File: src/frm_map.svh
// Command codes, field layout, reset values and timing counts of the fault retry manager.
// Assumes a 10 MHz core clock and a shared timebase tick that marks 200 us steps.
`ifndef FRM_MAP_SVH
`define FRM_MAP_SVH
`define FRM_CMD_CLEAR_FAULTS 8'h03
`define FRM_CMD_SUMMARY_BYTE 8'h78
`define FRM_CMD_SUMMARY_WORD 8'h79
`define FRM_CMD_VOUT_FLAGS 8'h7A
`define FRM_CMD_IOUT_FLAGS 8'h7B
`define FRM_CMD_INPUT_FLAGS 8'h7C
`define FRM_CMD_TEMP_FLAGS 8'h7D
`define FRM_CMD_CML_FLAGS 8'h7E
`define FRM_CMD_VENDOR_FLAGS 8'h80
`define FRM_CMD_FIRST_FAULT 8'hB6
`define FRM_CMD_VENDOR_STATUS2 8'hB7
`define FRM_CMD_LINE0_PROPAGATE 8'hD2
`define FRM_CMD_LINE1_PROPAGATE 8'hD3
`define FRM_CMD_LINE0_RESPONSE 8'hD5
`define FRM_CMD_LINE1_RESPONSE 8'hD6
`define FRM_CMD_PAD_STATE 8'hE5
`define FRM_CMD_FAMILY_STATUS 8'hEF
`define FRM_CMD_RETRY_LIMIT 8'hF7
`define FRM_CMD_RETRY_DELAY 8'hF8
`define FRM_PAGE_ALL 8'hFF
`define FRM_PAGE_CH1 8'h01
`define FRM_CFG_RESET 8'h00
`define FRM_RETRY_LIMIT_RESET 3'h0
`define FRM_RETRY_DELAY_RESET 16'h0000
`define FRM_RETRY_NONE 3'h0
`define FRM_RETRY_INFINITE 3'h7
`define FRM_CLK_PERIOD_NS 100
`define FRM_LINE_QUAL_NS 10000
`define FRM_LINE_QUAL_CYCLES ((`FRM_LINE_QUAL_NS + `FRM_CLK_PERIOD_NS - 1) / `FRM_CLK_PERIOD_NS)
`define FRM_QUIET_S 16
`define FRM_QUIET_CYCLES (`FRM_QUIET_S * (1000000000 / `FRM_CLK_PERIOD_NS))
`define FRM_RETRY_CAP_US 13100000
`define FRM_TIMEBASE_US 200
`define FRM_RETRY_CAP_TICKS (`FRM_RETRY_CAP_US / `FRM_TIMEBASE_US)
`define FRM_FLAG_LINE0 0
`define FRM_FLAG_LINE1 1
`endif

File: src/frm_pkg.sv
// Types of the fault retry manager: channel states and the block's state record.
// Assumes frm_map.svh for all numbers.
package frm_pkg;
   typedef enum logic [4:0] {
      FRM_CH_OFF = 5'h01,
      FRM_CH_ON = 5'h02,
      FRM_CH_FAULT = 5'h04,
      FRM_CH_RETRY = 5'h08,
      FRM_CH_LINE = 5'h10
   } frm_ch_state_t;

   typedef struct packed {
      frm_ch_state_t [1:0] ch_state;
      logic [1:0][2:0] retry_count;
      logic [1:0][2:0] limit_active;
      logic [1:0][27:0] quiet_cnt;
      logic [1:0][15:0] delay_cnt;
      logic [1:0] enable_q;
      logic [1:0][7:0] line_low_cnt;
      logic [2:0] retry_limit;
      logic [15:0] retry_delay;
      logic [1:0] prop0;
      logic [1:0] prop1;
      logic [1:0] resp0;
      logic [1:0] resp1;
      logic [1:0][1:0] vendor_flags;
      logic alert_pend;
      logic line0_oe;
      logic line1_oe;
      logic alert_oe;
      logic [1:0] run;
      logic [15:0] rdata;
      logic rvalid;
   } frm_state_t;
endpackage

File: src/frm_top.sv
// Fault retry and shared fault line manager for two channels, with its status command codes.
// Assumes a decoded command port from the serial front end, synchronous pins and a
// shared timebase tick; open-drain lines are resolved outside from the enables.
`include "frm_map.svh"

module frm_top #(
   parameter int unsigned QUIET_CLEAR_CYCLES = `FRM_QUIET_CYCLES
) (
   input wire logic clk_i,
   input wire logic resetn_i,
   input wire logic cmd_valid_i,
   input wire logic cmd_write_i,
   input wire logic [7:0] cmd_code_i,
   input wire logic [15:0] cmd_wdata_i,
   input wire logic [7:0] page_i,
   output logic [15:0] rdata_o,
   output logic rvalid_o,
   input wire logic [1:0] ch_enable_i,
   input wire logic [1:0] ch_fault_i,
   input wire logic [1:0] ch_retry_nz_i,
   input wire logic share_tick_i,
   input wire logic line0_i,
   input wire logic line1_i,
   output logic line0_o,
   output logic line0_oe_o,
   output logic line1_o,
   output logic line1_oe_o,
   output logic alert_o,
   output logic alert_oe_o,
   output logic [1:0] ch_run_o,
   input wire logic [1:0][7:0] status_vout_i,
   input wire logic [1:0][7:0] status_iout_i,
   input wire logic [1:0][7:0] status_temp_i,
   input wire logic [7:0] status_input_i,
   input wire logic [7:0] status_cml_i,
   input wire logic [1:0] power_not_good_i,
   input wire logic [15:0] first_fault_i,
   input wire logic [1:0][15:0] vendor_status2_i,
   input wire logic [7:0] family_status_i,
   input wire logic [15:0] pads_i
);
   localparam logic [27:0] QUIET_LAST = 28'(QUIET_CLEAR_CYCLES - 1);
   localparam logic [7:0] LINE_QUAL = 8'(`FRM_LINE_QUAL_CYCLES);
   localparam logic [15:0] RETRY_CAP = 16'(`FRM_RETRY_CAP_TICKS);

   frm_pkg::frm_state_t st;
   frm_pkg::frm_state_t next_st;

   // Page 0xFF addresses both channels at once
   function automatic logic page_hits(input logic [7:0] page, input int unsigned ch);
      page_hits = (page == `FRM_PAGE_ALL) || (page == 8'(ch));
   endfunction

   function automatic logic faulted_off(input frm_pkg::frm_ch_state_t s);
      faulted_off = (s == frm_pkg::FRM_CH_FAULT) || (s == frm_pkg::FRM_CH_RETRY);
   endfunction

   logic [1:0] line_low;
   logic [1:0] line_qual;
   logic [1:0] shut_req;
   logic [1:0] line_hold;
   logic wr;
   logic rd;
   logic clr;
   logic rch;
   logic [15:0] eff_delay;
   logic [7:0] summ_byte;
   logic [15:0] summ_word;

   always_comb begin
      next_st = st;
      line_low = {~line1_i, ~line0_i};
      line_qual = 2'b00;
      shut_req = 2'b00;
      line_hold = 2'b00;
      wr = cmd_valid_i && cmd_write_i;
      rd = cmd_valid_i && !cmd_write_i;
      clr = wr && (cmd_code_i == `FRM_CMD_CLEAR_FAULTS);
      rch = (page_i == `FRM_PAGE_CH1);
      // Internal limiting only; the stored value is what reads back
      eff_delay = (st.retry_delay > RETRY_CAP) ? RETRY_CAP : st.retry_delay;
      summ_byte = 8'h00;
      summ_word = 16'h0000;

      // Counter restarts on any high sample, so short glitches never accumulate
      for (int l = 0; l < 2; l++) begin
         if (!line_low[l]) begin
            next_st.line_low_cnt[l] = 8'h00;
         end else if (st.line_low_cnt[l] != LINE_QUAL) begin
            next_st.line_low_cnt[l] = st.line_low_cnt[l] + 8'h01;
         end
         line_qual[l] = line_low[l] && (st.line_low_cnt[l] == LINE_QUAL);
      end

      // Clear comes first so a shutdown in the same cycle still sets the alert
      if (clr) begin
         next_st.alert_pend = 1'b0;
      end

      for (int c = 0; c < 2; c++) begin
         // A zero response bit keeps the line out of this channel entirely
         shut_req[c] = (line_qual[0] && st.resp0[c]) || (line_qual[1] && st.resp1[c]);
         line_hold[c] = (line_low[0] && st.resp0[c]) || (line_low[1] && st.resp1[c]);
         next_st.enable_q[c] = ch_enable_i[c];

         if (clr && page_hits(page_i, c)) begin
            next_st.vendor_flags[c] = 2'b00;
         end

         if (faulted_off(st.ch_state[c])) begin
            next_st.quiet_cnt[c] = 28'h0000000;
         end else if (st.quiet_cnt[c] == QUIET_LAST) begin
            next_st.retry_count[c] = `FRM_RETRY_NONE;
         end else begin
            next_st.quiet_cnt[c] = st.quiet_cnt[c] + 28'h0000001;
         end

         case (st.ch_state[c])
            frm_pkg::FRM_CH_OFF: begin
               if (ch_enable_i[c]) begin
                  next_st.ch_state[c] = frm_pkg::FRM_CH_ON;
                  next_st.retry_count[c] = `FRM_RETRY_NONE;
                  next_st.limit_active[c] = st.retry_limit;
               end
            end
            frm_pkg::FRM_CH_ON: begin
               if (!ch_enable_i[c]) begin
                  next_st.ch_state[c] = frm_pkg::FRM_CH_OFF;
               end else if (ch_fault_i[c]) begin
                  // Shared limit, unlimited at 7, count never passes the limit
                  if (ch_retry_nz_i[c] && ((st.limit_active[c] == `FRM_RETRY_INFINITE) ||
                        (st.retry_count[c] < st.limit_active[c]))) begin
                     next_st.ch_state[c] = frm_pkg::FRM_CH_RETRY;
                     next_st.delay_cnt[c] = 16'h0000;
                     if (st.limit_active[c] != `FRM_RETRY_INFINITE) begin
                        next_st.retry_count[c] = st.retry_count[c] + 3'h1;
                     end
                  end else begin
                     next_st.ch_state[c] = frm_pkg::FRM_CH_FAULT;
                  end
               end else if (shut_req[c]) begin
                  next_st.ch_state[c] = frm_pkg::FRM_CH_LINE;
                  next_st.vendor_flags[c][l_flag(st.resp0[c], line_qual[0])] = 1'b1;
                  next_st.alert_pend = 1'b1;
               end
            end
            frm_pkg::FRM_CH_RETRY: begin
               if (!ch_enable_i[c]) begin
                  next_st.ch_state[c] = frm_pkg::FRM_CH_OFF;
               end else if (share_tick_i) begin
                  // Interval is counted only in timebase steps
                  if (st.delay_cnt[c] >= eff_delay) begin
                     next_st.ch_state[c] = frm_pkg::FRM_CH_ON;
                  end else begin
                     next_st.delay_cnt[c] = st.delay_cnt[c] + 16'h0001;
                  end
               end
            end
            frm_pkg::FRM_CH_FAULT: begin
               // Latched off; clearing status does not restart it
               if (!ch_enable_i[c]) begin
                  next_st.ch_state[c] = frm_pkg::FRM_CH_OFF;
               end
            end
            frm_pkg::FRM_CH_LINE: begin
               if (!ch_enable_i[c]) begin
                  next_st.ch_state[c] = frm_pkg::FRM_CH_OFF;
               end else if (!line_hold[c]) begin
                  // Turn-on delay and rise time are applied by the sequencer on run
                  next_st.ch_state[c] = frm_pkg::FRM_CH_ON;
               end
            end
            default: begin
               next_st.ch_state[c] = frm_pkg::FRM_CH_OFF;
            end
         endcase
         next_st.run[c] = (next_st.ch_state[c] == frm_pkg::FRM_CH_ON);
      end

      next_st.line0_oe = (faulted_off(next_st.ch_state[0]) && st.prop0[0]) ||
         (faulted_off(next_st.ch_state[1]) && st.prop0[1]);
      next_st.line1_oe = (faulted_off(next_st.ch_state[0]) && st.prop1[0]) ||
         (faulted_off(next_st.ch_state[1]) && st.prop1[1]);
      next_st.alert_oe = next_st.alert_pend;

      if (wr) begin
         for (int c = 0; c < 2; c++) begin
            if (page_hits(page_i, c)) begin
               if (cmd_code_i == `FRM_CMD_LINE0_PROPAGATE) begin
                  next_st.prop0[c] = cmd_wdata_i[0];
               end
               if (cmd_code_i == `FRM_CMD_LINE1_PROPAGATE) begin
                  next_st.prop1[c] = cmd_wdata_i[0];
               end
            end
         end
         case (cmd_code_i)
            `FRM_CMD_LINE0_RESPONSE: next_st.resp0 = cmd_wdata_i[1:0];
            `FRM_CMD_LINE1_RESPONSE: next_st.resp1 = cmd_wdata_i[1:0];
            `FRM_CMD_RETRY_LIMIT: next_st.retry_limit = cmd_wdata_i[2:0];
            `FRM_CMD_RETRY_DELAY: next_st.retry_delay = cmd_wdata_i;
            default: begin
            end
         endcase
      end

      summ_byte = {1'b0, !st.run[rch], status_vout_i[rch][7], 1'b0, status_input_i[4],
         |status_temp_i[rch], |status_cml_i, 1'b0};
      summ_word = {|status_vout_i[rch], |status_iout_i[rch], |status_input_i,
         |st.vendor_flags[rch], power_not_good_i[rch], 3'h0, summ_byte};
      summ_word[0] = |summ_word[15:8];
      summ_byte[0] = summ_word[0];

      next_st.rvalid = rd;
      if (rd) begin
         case (cmd_code_i)
            `FRM_CMD_SUMMARY_BYTE: next_st.rdata = {8'h00, summ_byte};
            `FRM_CMD_SUMMARY_WORD: next_st.rdata = summ_word;
            `FRM_CMD_VOUT_FLAGS: next_st.rdata = {8'h00, status_vout_i[rch]};
            `FRM_CMD_IOUT_FLAGS: next_st.rdata = {8'h00, status_iout_i[rch]};
            `FRM_CMD_INPUT_FLAGS: next_st.rdata = {8'h00, status_input_i};
            `FRM_CMD_TEMP_FLAGS: next_st.rdata = {8'h00, status_temp_i[rch]};
            `FRM_CMD_CML_FLAGS: next_st.rdata = {8'h00, status_cml_i};
            `FRM_CMD_VENDOR_FLAGS: next_st.rdata = {14'h0000, st.vendor_flags[rch]};
            `FRM_CMD_FIRST_FAULT: next_st.rdata = first_fault_i;
            `FRM_CMD_VENDOR_STATUS2: next_st.rdata = vendor_status2_i[rch];
            `FRM_CMD_LINE0_PROPAGATE: next_st.rdata = {15'h0000, st.prop0[rch]};
            `FRM_CMD_LINE1_PROPAGATE: next_st.rdata = {15'h0000, st.prop1[rch]};
            `FRM_CMD_LINE0_RESPONSE: next_st.rdata = {14'h0000, st.resp0};
            `FRM_CMD_LINE1_RESPONSE: next_st.rdata = {14'h0000, st.resp1};
            `FRM_CMD_PAD_STATE: next_st.rdata = pads_i;
            `FRM_CMD_FAMILY_STATUS: next_st.rdata = {8'h00, family_status_i};
            `FRM_CMD_RETRY_LIMIT: next_st.rdata = {13'h0000, st.retry_limit};
            `FRM_CMD_RETRY_DELAY: next_st.rdata = st.retry_delay;
            default: next_st.rdata = 16'h0000;
         endcase
      end
   end

   // Which line caused the shutdown; line 0 is reported when both qualify
   function automatic int unsigned l_flag(input logic resp0_bit, input logic qual0);
      l_flag = (resp0_bit && qual0) ? `FRM_FLAG_LINE0 : `FRM_FLAG_LINE1;
   endfunction

   always_ff @(posedge clk_i) begin
      if (!resetn_i) begin
         st <= '0;
         for (int c = 0; c < 2; c++) begin
            st.ch_state[c] <= frm_pkg::FRM_CH_OFF;
         end
         st.retry_limit <= `FRM_RETRY_LIMIT_RESET;
         st.retry_delay <= `FRM_RETRY_DELAY_RESET;
         st.resp0 <= 2'(`FRM_CFG_RESET);
         st.resp1 <= 2'(`FRM_CFG_RESET);
         st.prop0 <= 2'(`FRM_CFG_RESET);
         st.prop1 <= 2'(`FRM_CFG_RESET);
      end else begin
         st <= next_st;
      end
   end

   assign rdata_o = st.rdata;
   assign rvalid_o = st.rvalid;
   assign line0_o = 1'b0;
   assign line1_o = 1'b0;
   assign line0_oe_o = st.line0_oe;
   assign line1_oe_o = st.line1_oe;
   assign alert_o = 1'b0;
   assign alert_oe_o = st.alert_oe;
   assign ch_run_o = st.run;
endmodule

File: config.mk
export PLATFORM = sky130hd
export DESIGN_NAME = frm_top
export DESIGN_NICKNAME = d
export VERILOG_FILES = /design/src/frm_pkg.sv /design/src/frm_top.sv
export VERILOG_INCLUDE_DIRS = /design/src /design/src/src
export SDC_FILE = /design/constraint.sdc
export NUM_CORES = 1
export LEC_CHECK = 0
export BUFFER_PORTS_ARGS = -buffer_cell sky130_fd_sc_hd__buf_4
export CORE_MARGIN = 5
export CORE_UTILIZATION = 40
export CTS_BUF_LIST = sky130_fd_sc_hd__clkbuf_2
export DETAILED_ROUTE_END_ITERATION = 8
export PLACE_DENSITY = 0.58
export SYNTH_ARGS = -nofsm -noshare
export SYNTH_HDL_FRONTEND = slang
export SYNTH_SLANG_ARGS = --single-unit
File: constraint.sdc
create_clock -name clk_i -period 6.05 [get_ports clk_i]
set_clock_uncertainty 0.1 [all_clocks]
set_input_delay 0.9075 -clock clk_i [delete_from_list [all_inputs] [get_ports clk_i]]
set_output_delay 0.9075 -clock clk_i [all_outputs]
set_load 0.05 [all_outputs]
==> summary.txt, run 1 <==
Synth
  – Adder-Cell Fraction of Synth Area: 5.178%
  – Largest family of logic cells by synthesized area: simple AND/OR/NAND/NOR gates
  – Post-Synth Simple-Gate Area: 28.17%
  – Asr flop ratio synth: 0%
  – Top_reg_cell synth: dfxtp_1
  – Synthesized area per cell: 7.875 um2
  – Post-synthesis compound-gate area fraction: 17.92%
  – Most area-consuming cells after synthesis: dfxtp_1 34%, nand2_1 6.0%, a21oi_1 5.7%
  – Synth Instances: 1350
  – Register area share after synthesis: 33.71%
  – Top-area cell type share of the netlist area: 33.71%
  – Most numerous cell in the Yosys netlist: dfxtp_1
  – Synth cell types: 72
  – Number of flops mapped to enable cells by yosys: 0
  – Commonest cells in the netlist: 179 x dfxtp_1, 170 x nand2_1, 128 x nor2_1
  – Netlist Area Pre-Place: 10630 um2
  – Synth area leader: dfxtp_1
  – Synth Warn #: 0
  – #FFs+latches synth: approximately 180
  – Post-synthesis mux area share: 4.472%
  – Xor/xnor share of the synthesized area: 5.355%

STA
  – Final setup vio count: 0
  – Slew HR: about a fifth
  – Tmin final: 3.818 ns
  – Final hold violation count: 0
  – Final setup TNS: 0 ns
  – RSZ-0062 raised after global routing: no
  – Worst-Margin Slew: 1.196 ns
  – Max Slew Vio Count: 0
  – Tcrit/Tclk final: ~63%
  – F_max: 261.9 MHz

Worst setup path
  – Worst Path Arrival: 4.36 ns
  – CP max FO: 9
  – Startpoint types: register
  – Most common cell on crit path: a21oi_1
  – CP Cell Sequence: o2111ai_4 > a2111oi_4 > nor2b_1 > ha_1 > nand2b_1 > a21oi_1 > a2111oi_1 > o31ai_1 > nand2_1 > a21oi_1 > nor3_1 > o22ai_1
  – Worst EP required: around 6.6 ns
  – Crit-path slowest cell: a2111oi_1
  – Critical path class: register to register
  – Critical Path End Type: register
  – CP delay by family, top: compound AO/OA/AOI/OAI gates
  – Reg2Reg Setup Slack: 2.23 ns
  – Buffers & Inverters on Critical Path: 0
  – CP max stage delay: between 0.6 and 0.7 ns

Final layout
  – Post-route cell area: ~13000 um2
  – Fraction of layout cells with a size suffix above 1: 17.43%
  – Final #Nets: 1740
  – Area Growth Syn to Fin: 17.78%

Global route
  – Total GRT Usage: a little under a quarter
  – Initial antenna violation count: 1
  – First-pass GRT wire length: 55.72 mm
  – Vias in the first global route: 10110
  – Largest net degree at the start of global routing: 37
  – Total global routing overflow: 0

Floorplan
  – Die W: roughly 170 um
  – Initial Util: 40.68%
  – Die Span Y: 173.0 um
  – Num rows: 59
  – Die area: 29940 um2
  – # IOs: 208
  – CORE AREA: 26130 um2

Route
  – Via density: 5.655
  – Via count: 10530
  – Wire per inst: 18.84 um
  – Initial DRC Count: 837
  – Routed WL: 35.08 mm
  – DRT Pass-1 Iters: 7
  – Post-route ant nets: 0
  – DRC: 0

Clocking
  – CTS Root Cell: clkbuf_2
  – Worst-skew pair later-pin latency: about 0.76 ns
  – TritonCTS buffer count: 17
  – CTS max path bufs: 2
  – Postcts setup bufs: 0
  – CTS HTree Levels: 4
  – Cts hold-fix bufs: 0
  – Post_cts resized: 0
  – CTS Sinks: between 150 and 200
  – CTS tree: built
  – Reg clk slew, reported paths: approximately 0.29 ns

Placed design
  – Post-DP HPWL: 27.58 mm
  – Final Wtd Congestion: 0.9363
  – I/O Buffers: 204
  – DP Area: approximately 12000 um2

Power and ir drop
  – Overall power: 2046 uW
  – Leakage: approximately 0.0046 uW
  – Max VDD drop: 0.1015 mV
  – PD cells: 163.4 nW/um2

Flow run
  – Maxcap violations: 0

Min path
  – Worst min path class: primary input to register

Status
  – Status: finished, final reports clean
cell families after synthesis:
group,count (synthesis)
and+or+nand+nor,599
other,1
adders and majority gates,44
DFF,179
xor gates and xnor gates,65
buffers and inverters,116
muxes,46
AOI/OAI and AO/OA,300
layer usage:
| metal | track usage (%) | up-vias | part of all wire, % |
|---|---|---|---|
| li1 | - | 5216 | - |
| met1 | 29.64 | 4890 | 44 |
| met2 | 37.26 | 359 | 46 |
| met3 | 4.541 | 64 | 5.9 |
| met4 | 9.046 | 0 | 3.5 |
| met5 | 0 | - | 0 |
sequential cells by signal, indices dropped and copies added, names as in the netlist:
name and flops:
alert_oe_o 1, ch_run_o 2, line0_oe_o 1, line1_oe_o 1
rdata_o 16, rvalid_o 1, st 157
through the flow:
stage / cells / util [%] / setup WS (ns) / hold slack (ns)
floorplan: 1352 / - / 2.798 / 0.3367
global placement: 1829 / 47.01 / 2.079 / 0.3452
detailed placement: 1829 / 47.01 / 1.964 / 0.3509
CTS: 1861 / 47.91 / 2.221 / 0.1569
global route: 1862 / 47.92 / 1.813 / 0.1574
finish: 1862 / 47.92 / 2.232 / 0.2504
cell type report:
type / instances / area (um2)
Fill cell: 2670 / 13610
Antenna cell: 1 / 2.502
Tap cell: 335 / 419.2
Timing Repair Buffer: 212 / 1592
Sequential cell: 179 / 3583
Clock buffer: 17 / 85.08
Multi-Input combinational cell: 1057 / 6519
Clock inverter: 15 / 148.9
Inverter: 46 / 172.7
power by group:
part | internal [uW] | switching [uW] | total (uW)
logic | 105 | 115 | 220
clock network | 162 | 464 | 626
registers | 1190 | 8.74 | 1200
layout by cell type, fill, tap and decap left out, types with 5 or more instances in the layout:
cell type / instances
nand2b_1: 20
nand3_1: 68
a222oi_1: 12
nand4_1: 27
o21ai_1: 16
a22oi_1: 21
nand4b_1: 7
o22ai_1: 15
clkbuf_2: 17
or4_1: 15
nand2_1: 170
nor3_1: 32
ha_1: 44
and2_1: 10
a21oi_1: 122
nor2b_1: 10
xor2_1: 38
buf_4: 212
a221oi_1: 6
or3_1: 30
dfxtp_1: 179
and3_1: 26
inv_1: 43
nor2_1: 128
xnor2_1: 27
o21ai_0: 41
a21o_1: 13
nor4_1: 26
clkinvlp_4: 5
and4_1: 7
o31ai_1: 10
mux2i_1: 43
a211oi_1: 8
o41ai_1: 5
tightest hold or removal path, delay by kind of cell:
kind,cells,cell delay (ns)
compound gates,1,0.05
buf+inv,1,0.11
simple gates,1,0.05
path summary, 6_finish.rpt:
kind | startpoint | to | depth (start not counted)
max | st[37] | line1_oe_o | 12
min | cmd_wdata_i[14] | st[49] | 3
max reg2reg | st[37] | line1_oe_o | 12
min reg2reg | rdata_o[4] | rdata_o[4] | 2
Note: power is estimated with default switching activity, not from simulation.
==> inputs of run 2 (changes only) <==
--- a/config.mk
+++ b/config.mk
@@ -6,12 +6,13 @@
 export SDC_FILE = /design/constraint.sdc
 export NUM_CORES = 1
 export LEC_CHECK = 0
+export ABC_AREA = 1
 export BUFFER_PORTS_ARGS = -buffer_cell sky130_fd_sc_hd__buf_4
 export CORE_MARGIN = 5
 export CORE_UTILIZATION = 40
 export CTS_BUF_LIST = sky130_fd_sc_hd__clkbuf_2
 export DETAILED_ROUTE_END_ITERATION = 8
-export PLACE_DENSITY = 0.58
+export PLACE_DENSITY = 0.6
 export SYNTH_ARGS = -nofsm -noshare
 export SYNTH_HDL_FRONTEND = slang
 export SYNTH_SLANG_ARGS = --single-unit
==> constraint.sdc (replaced) <==
create_clock -name clk_i -period 3.23 [get_ports clk_i]
set_clock_uncertainty 0.1 [all_clocks]
set_input_delay 0.4845 -clock clk_i [delete_from_list [all_inputs] [get_ports clk_i]]
set_output_delay 0.4845 -clock clk_i [all_outputs]
set_load 0.05 [all_outputs]
==> run 2 against run 1 <==
  * Via count increased by 19%
  * Area after synthesis increased by 8.4%
  * Total power up 100%
  * Register-to-register slack worse by 1.8 ns
  * Largest cell class unchanged
==> summary.txt, run 2 <==
Worst setup path
  – Critical path class: register to register
  – Critical Path End Type: register
  – CP max FO: 7
  – Worst R2R End: st[92]
  – Startpoint types: register
  – Crit path launch: st[44]
  – R2R Path Start: st[44]
  – Reg2Reg Setup Slack: 0.41 ns
  – Worst EP required: 3.84 ns
  – Depth of the most critical reg-to-reg path: 22
  – Worst Path Arrival: 3.43 ns

Placed design
  – DP Area: 13430 um2
  – I/O Buffers: approximately 200
  – Post-DP HPWL: 31.74 mm
  – Final Wtd Congestion: 0.9633

Final layout
  – Filler Cells Inserted: approximately 3000
  – Area Growth Syn to Fin: 23.42%
  – Most common cell after layout, fill and taps aside: nand2_1
  – Multi-input logic area: around 6800 um2
  – Fraction of layout cells with a size suffix above 1: 15.67%
  – Register Area: 3587 um2
  – Final #Nets: 2264
  – Util after Layout: about half
  – Post-route cell area: 14220 um2
  – Max reg flops: 157
  – Commonest cells after routing, fill and taps aside: 452 x nand2_1, 236 x buf_4, 215 x inv_1
  – Biggest register: st

Clocking
  – TritonCTS buffer count: 17
  – Reg clk slew, reported paths: 0.26 ns
  – CTS max path bufs: 2
  – CTS Root Cell: clkbuf_2
  – CTS Sinks: 179
  – Worst-skew pair later-pin latency: 0.78 ns
  – CTS tree: built
  – CTS HTree Levels: 4

Route
  – Via density: 5.131
  – Initial DRC Count: 948
  – DRT Pass-1 Iters: 8
  – Via count: ~12000
  – Wire per inst: approximately 16 um
  – Post-route ant nets: 0
  – DRC: 0
  – Routed WL: 39.29 mm

Synth
  – Synth cell types: 57
  – Most area-consuming cells after synthesis: dfxtp_1 31%, nand2_1 15%, a21oi_1 7.2%
  – Top-area cell type share of the netlist area: approximately 31%
  – Top_reg_cell synth: dfxtp_1
  – Most numerous cell in the Yosys netlist: nand2_1
  – Synth area leader: dfxtp_1
  – Netlist Area Pre-Place: 11520 um2
  – Synth Warn #: 0
  – Synth Instances: 1788
  – #FFs+latches synth: 179
  – Commonest cells in the netlist: 452 x nand2_1, 216 x inv_1, 188 x nor2_1
  – Register area share after synthesis: 31.10%
  – Asr flop ratio synth: 0%
  – Synthesized area per cell: 6.445 um2
  – Number of flops mapped to enable cells by yosys: 0

Global route
  – First-pass GRT wire length: 62.50 mm
  – Vias in the first global route: 11920
  – Largest net degree at the start of global routing: 39
  – Initial antenna violation count: 1
  – Total global routing overflow: 0
  – Total GRT Usage: 23.53%

Min path
  – Hold path start: cmd_write_i
  – Worst min path class: primary input to register
  – Hold path cells: 5
  – Hold EP: st[34]

Power and ir drop
  – PD cells: 289.3 nW/um2
  – Leakage: 0.005757 uW
  – Max VDD drop: 0.2181 mV

Flow run
  – Maxcap violations: 0

Floorplan
  – CORE AREA: 28550 um2
  – Num rows: 62
  – Die area: 32300 um2
  – Die Span Y: 179.7 um
  – Initial Util: 40.37%
  – # IOs: 208
  – Die W: 179.7 um

Status
  – Status: finished, final reports clean

STA
  – Final setup vio count: 0
  – F_max: ~350 MHz
  – Tmin final: 2.818 ns
  – Tcrit/Tclk final: 87.24%
  – Max Slew Vio Count: 0
  – Slew HR: 35.86%
  – Worst-Margin Slew: 0.9598 ns
  – Final hold violation count: 0
## run 2: changes by cell type in the layout (fill, tap and decap cells not counted), moves of 20 or more
cell / before / now
nand2b_1: 20 / 0
nor3_1: 32 / 57
o21ai_0: 41 / 99
or3_1: 30 / 1
nor2_1: 128 / 188
mux2i_1: 43 / 0
dlygate4sd3_1: 0 / 49
buf_4: 212 / 236
a22oi_1: 21 / 1
and3_1: 26 / 2
a21oi_1: 122 / 166
inv_1: 43 / 215
nand2_1: 170 / 452
## run 2: worst max-delay path: stages, from the launching register on
cell     delay [ns]
dfxtp_2        0.38
nand2_1        0.05
nor2_1         0.11
nand2_1        0.06
nor2_1         0.12
nand2_1        0.12
inv_1          0.11
nor2_1         0.07
ha_1           0.26
o21ai_0        0.15
nand2_1        0.08
o21ai_0        0.14
inv_1          0.05
nand2_1        0.06
nand2_1        0.04
nand2_1        0.05
nand2_1        0.04
nand2_1        0.08
nand3_1        0.11
nand2_4        0.18
buf_4          0.16
nand4_1        0.08
a21oi_1        0.15
## run 2: logic make-up (layout without fill, tap and decap cells)
| family | Yosys count | count (layout) | share of synthesized area (%) |
|---|---|---|---|
| adder cells (fa/ha/maj) | 44 | 44 | 4.777 |
| AO/OA/AOI/OAI | 333 | 333 | 15.96 |
| AND/OR/NAND/NOR | 910 | 910 | 35.04 |
| XOR/XNOR | 37 | 37 | 2.812 |
| flip-flops | 179 | 179 | 31.10 |
| buffers and inverters | 284 | 543 | 10.28 |
| other | 1 | 4 | 0.03254 |
## run 2: routing by layer
layer	global-route usage, %	share of wire (%)	vias to the layer above
met3	3.335	5.3	28
met5	0	0	-
met2	39.34	47	321
met1	32.57	46	5728
met4	4.846	1.3	0
li1	-	-	6412
## run 2: final cells by class
type                    instances  area share, %
multi-input cells            1327          47.55
clock buffers                  19         0.6686
well taps                     384          3.378
flip-flops and latches        179          25.22
clock inverters                12          1.100
repair buffers                287          16.13
diodes                          1        0.01759
inverters                     225          5.938
## run 2: power by group
part | total, uW | switching, uW | internal (uW)
clock network | 1260 | 820 | 437
registers | 2280 | 27.1 | 2250
logic | 581 | 311 | 270
total | 4110 | 1160 | 2960
## run 2: worst max path at each step
stage,endpoint,depth (start not counted)
after floorplan,st[94],21
after global placement,st[94],23
after detailed placement,st[94],23
after CTS,st[94],23
after global routing,st[94],23
final,st[92],22
## run 2: stage by stage
stage          setup WS, ns  power [uW]  std cells  hold WS [ns]  setup TNS, ns
2_1_floorplan        0.7657        2578       1790        0.3357              0
3_3_place_gp         0.3907        2849       2348        0.3503              0
3_5_place_dp         0.3286        2853       2348        0.3557              0
4_1_cts              0.2798        4151       2428      0.003678              0
5_1_grt           -0.003399        4301       2434      0.001599      -0.003399
6_report             0.4121        4115       2434       0.06167              0
## run 2: what timing repair did
item,in CTS,in global routing
hold buffers,49,0
hold endpoints to repair,75,0
setup buffers,0,5
endpoints found under the setup margin,0,15
gates resized for setup,0,4
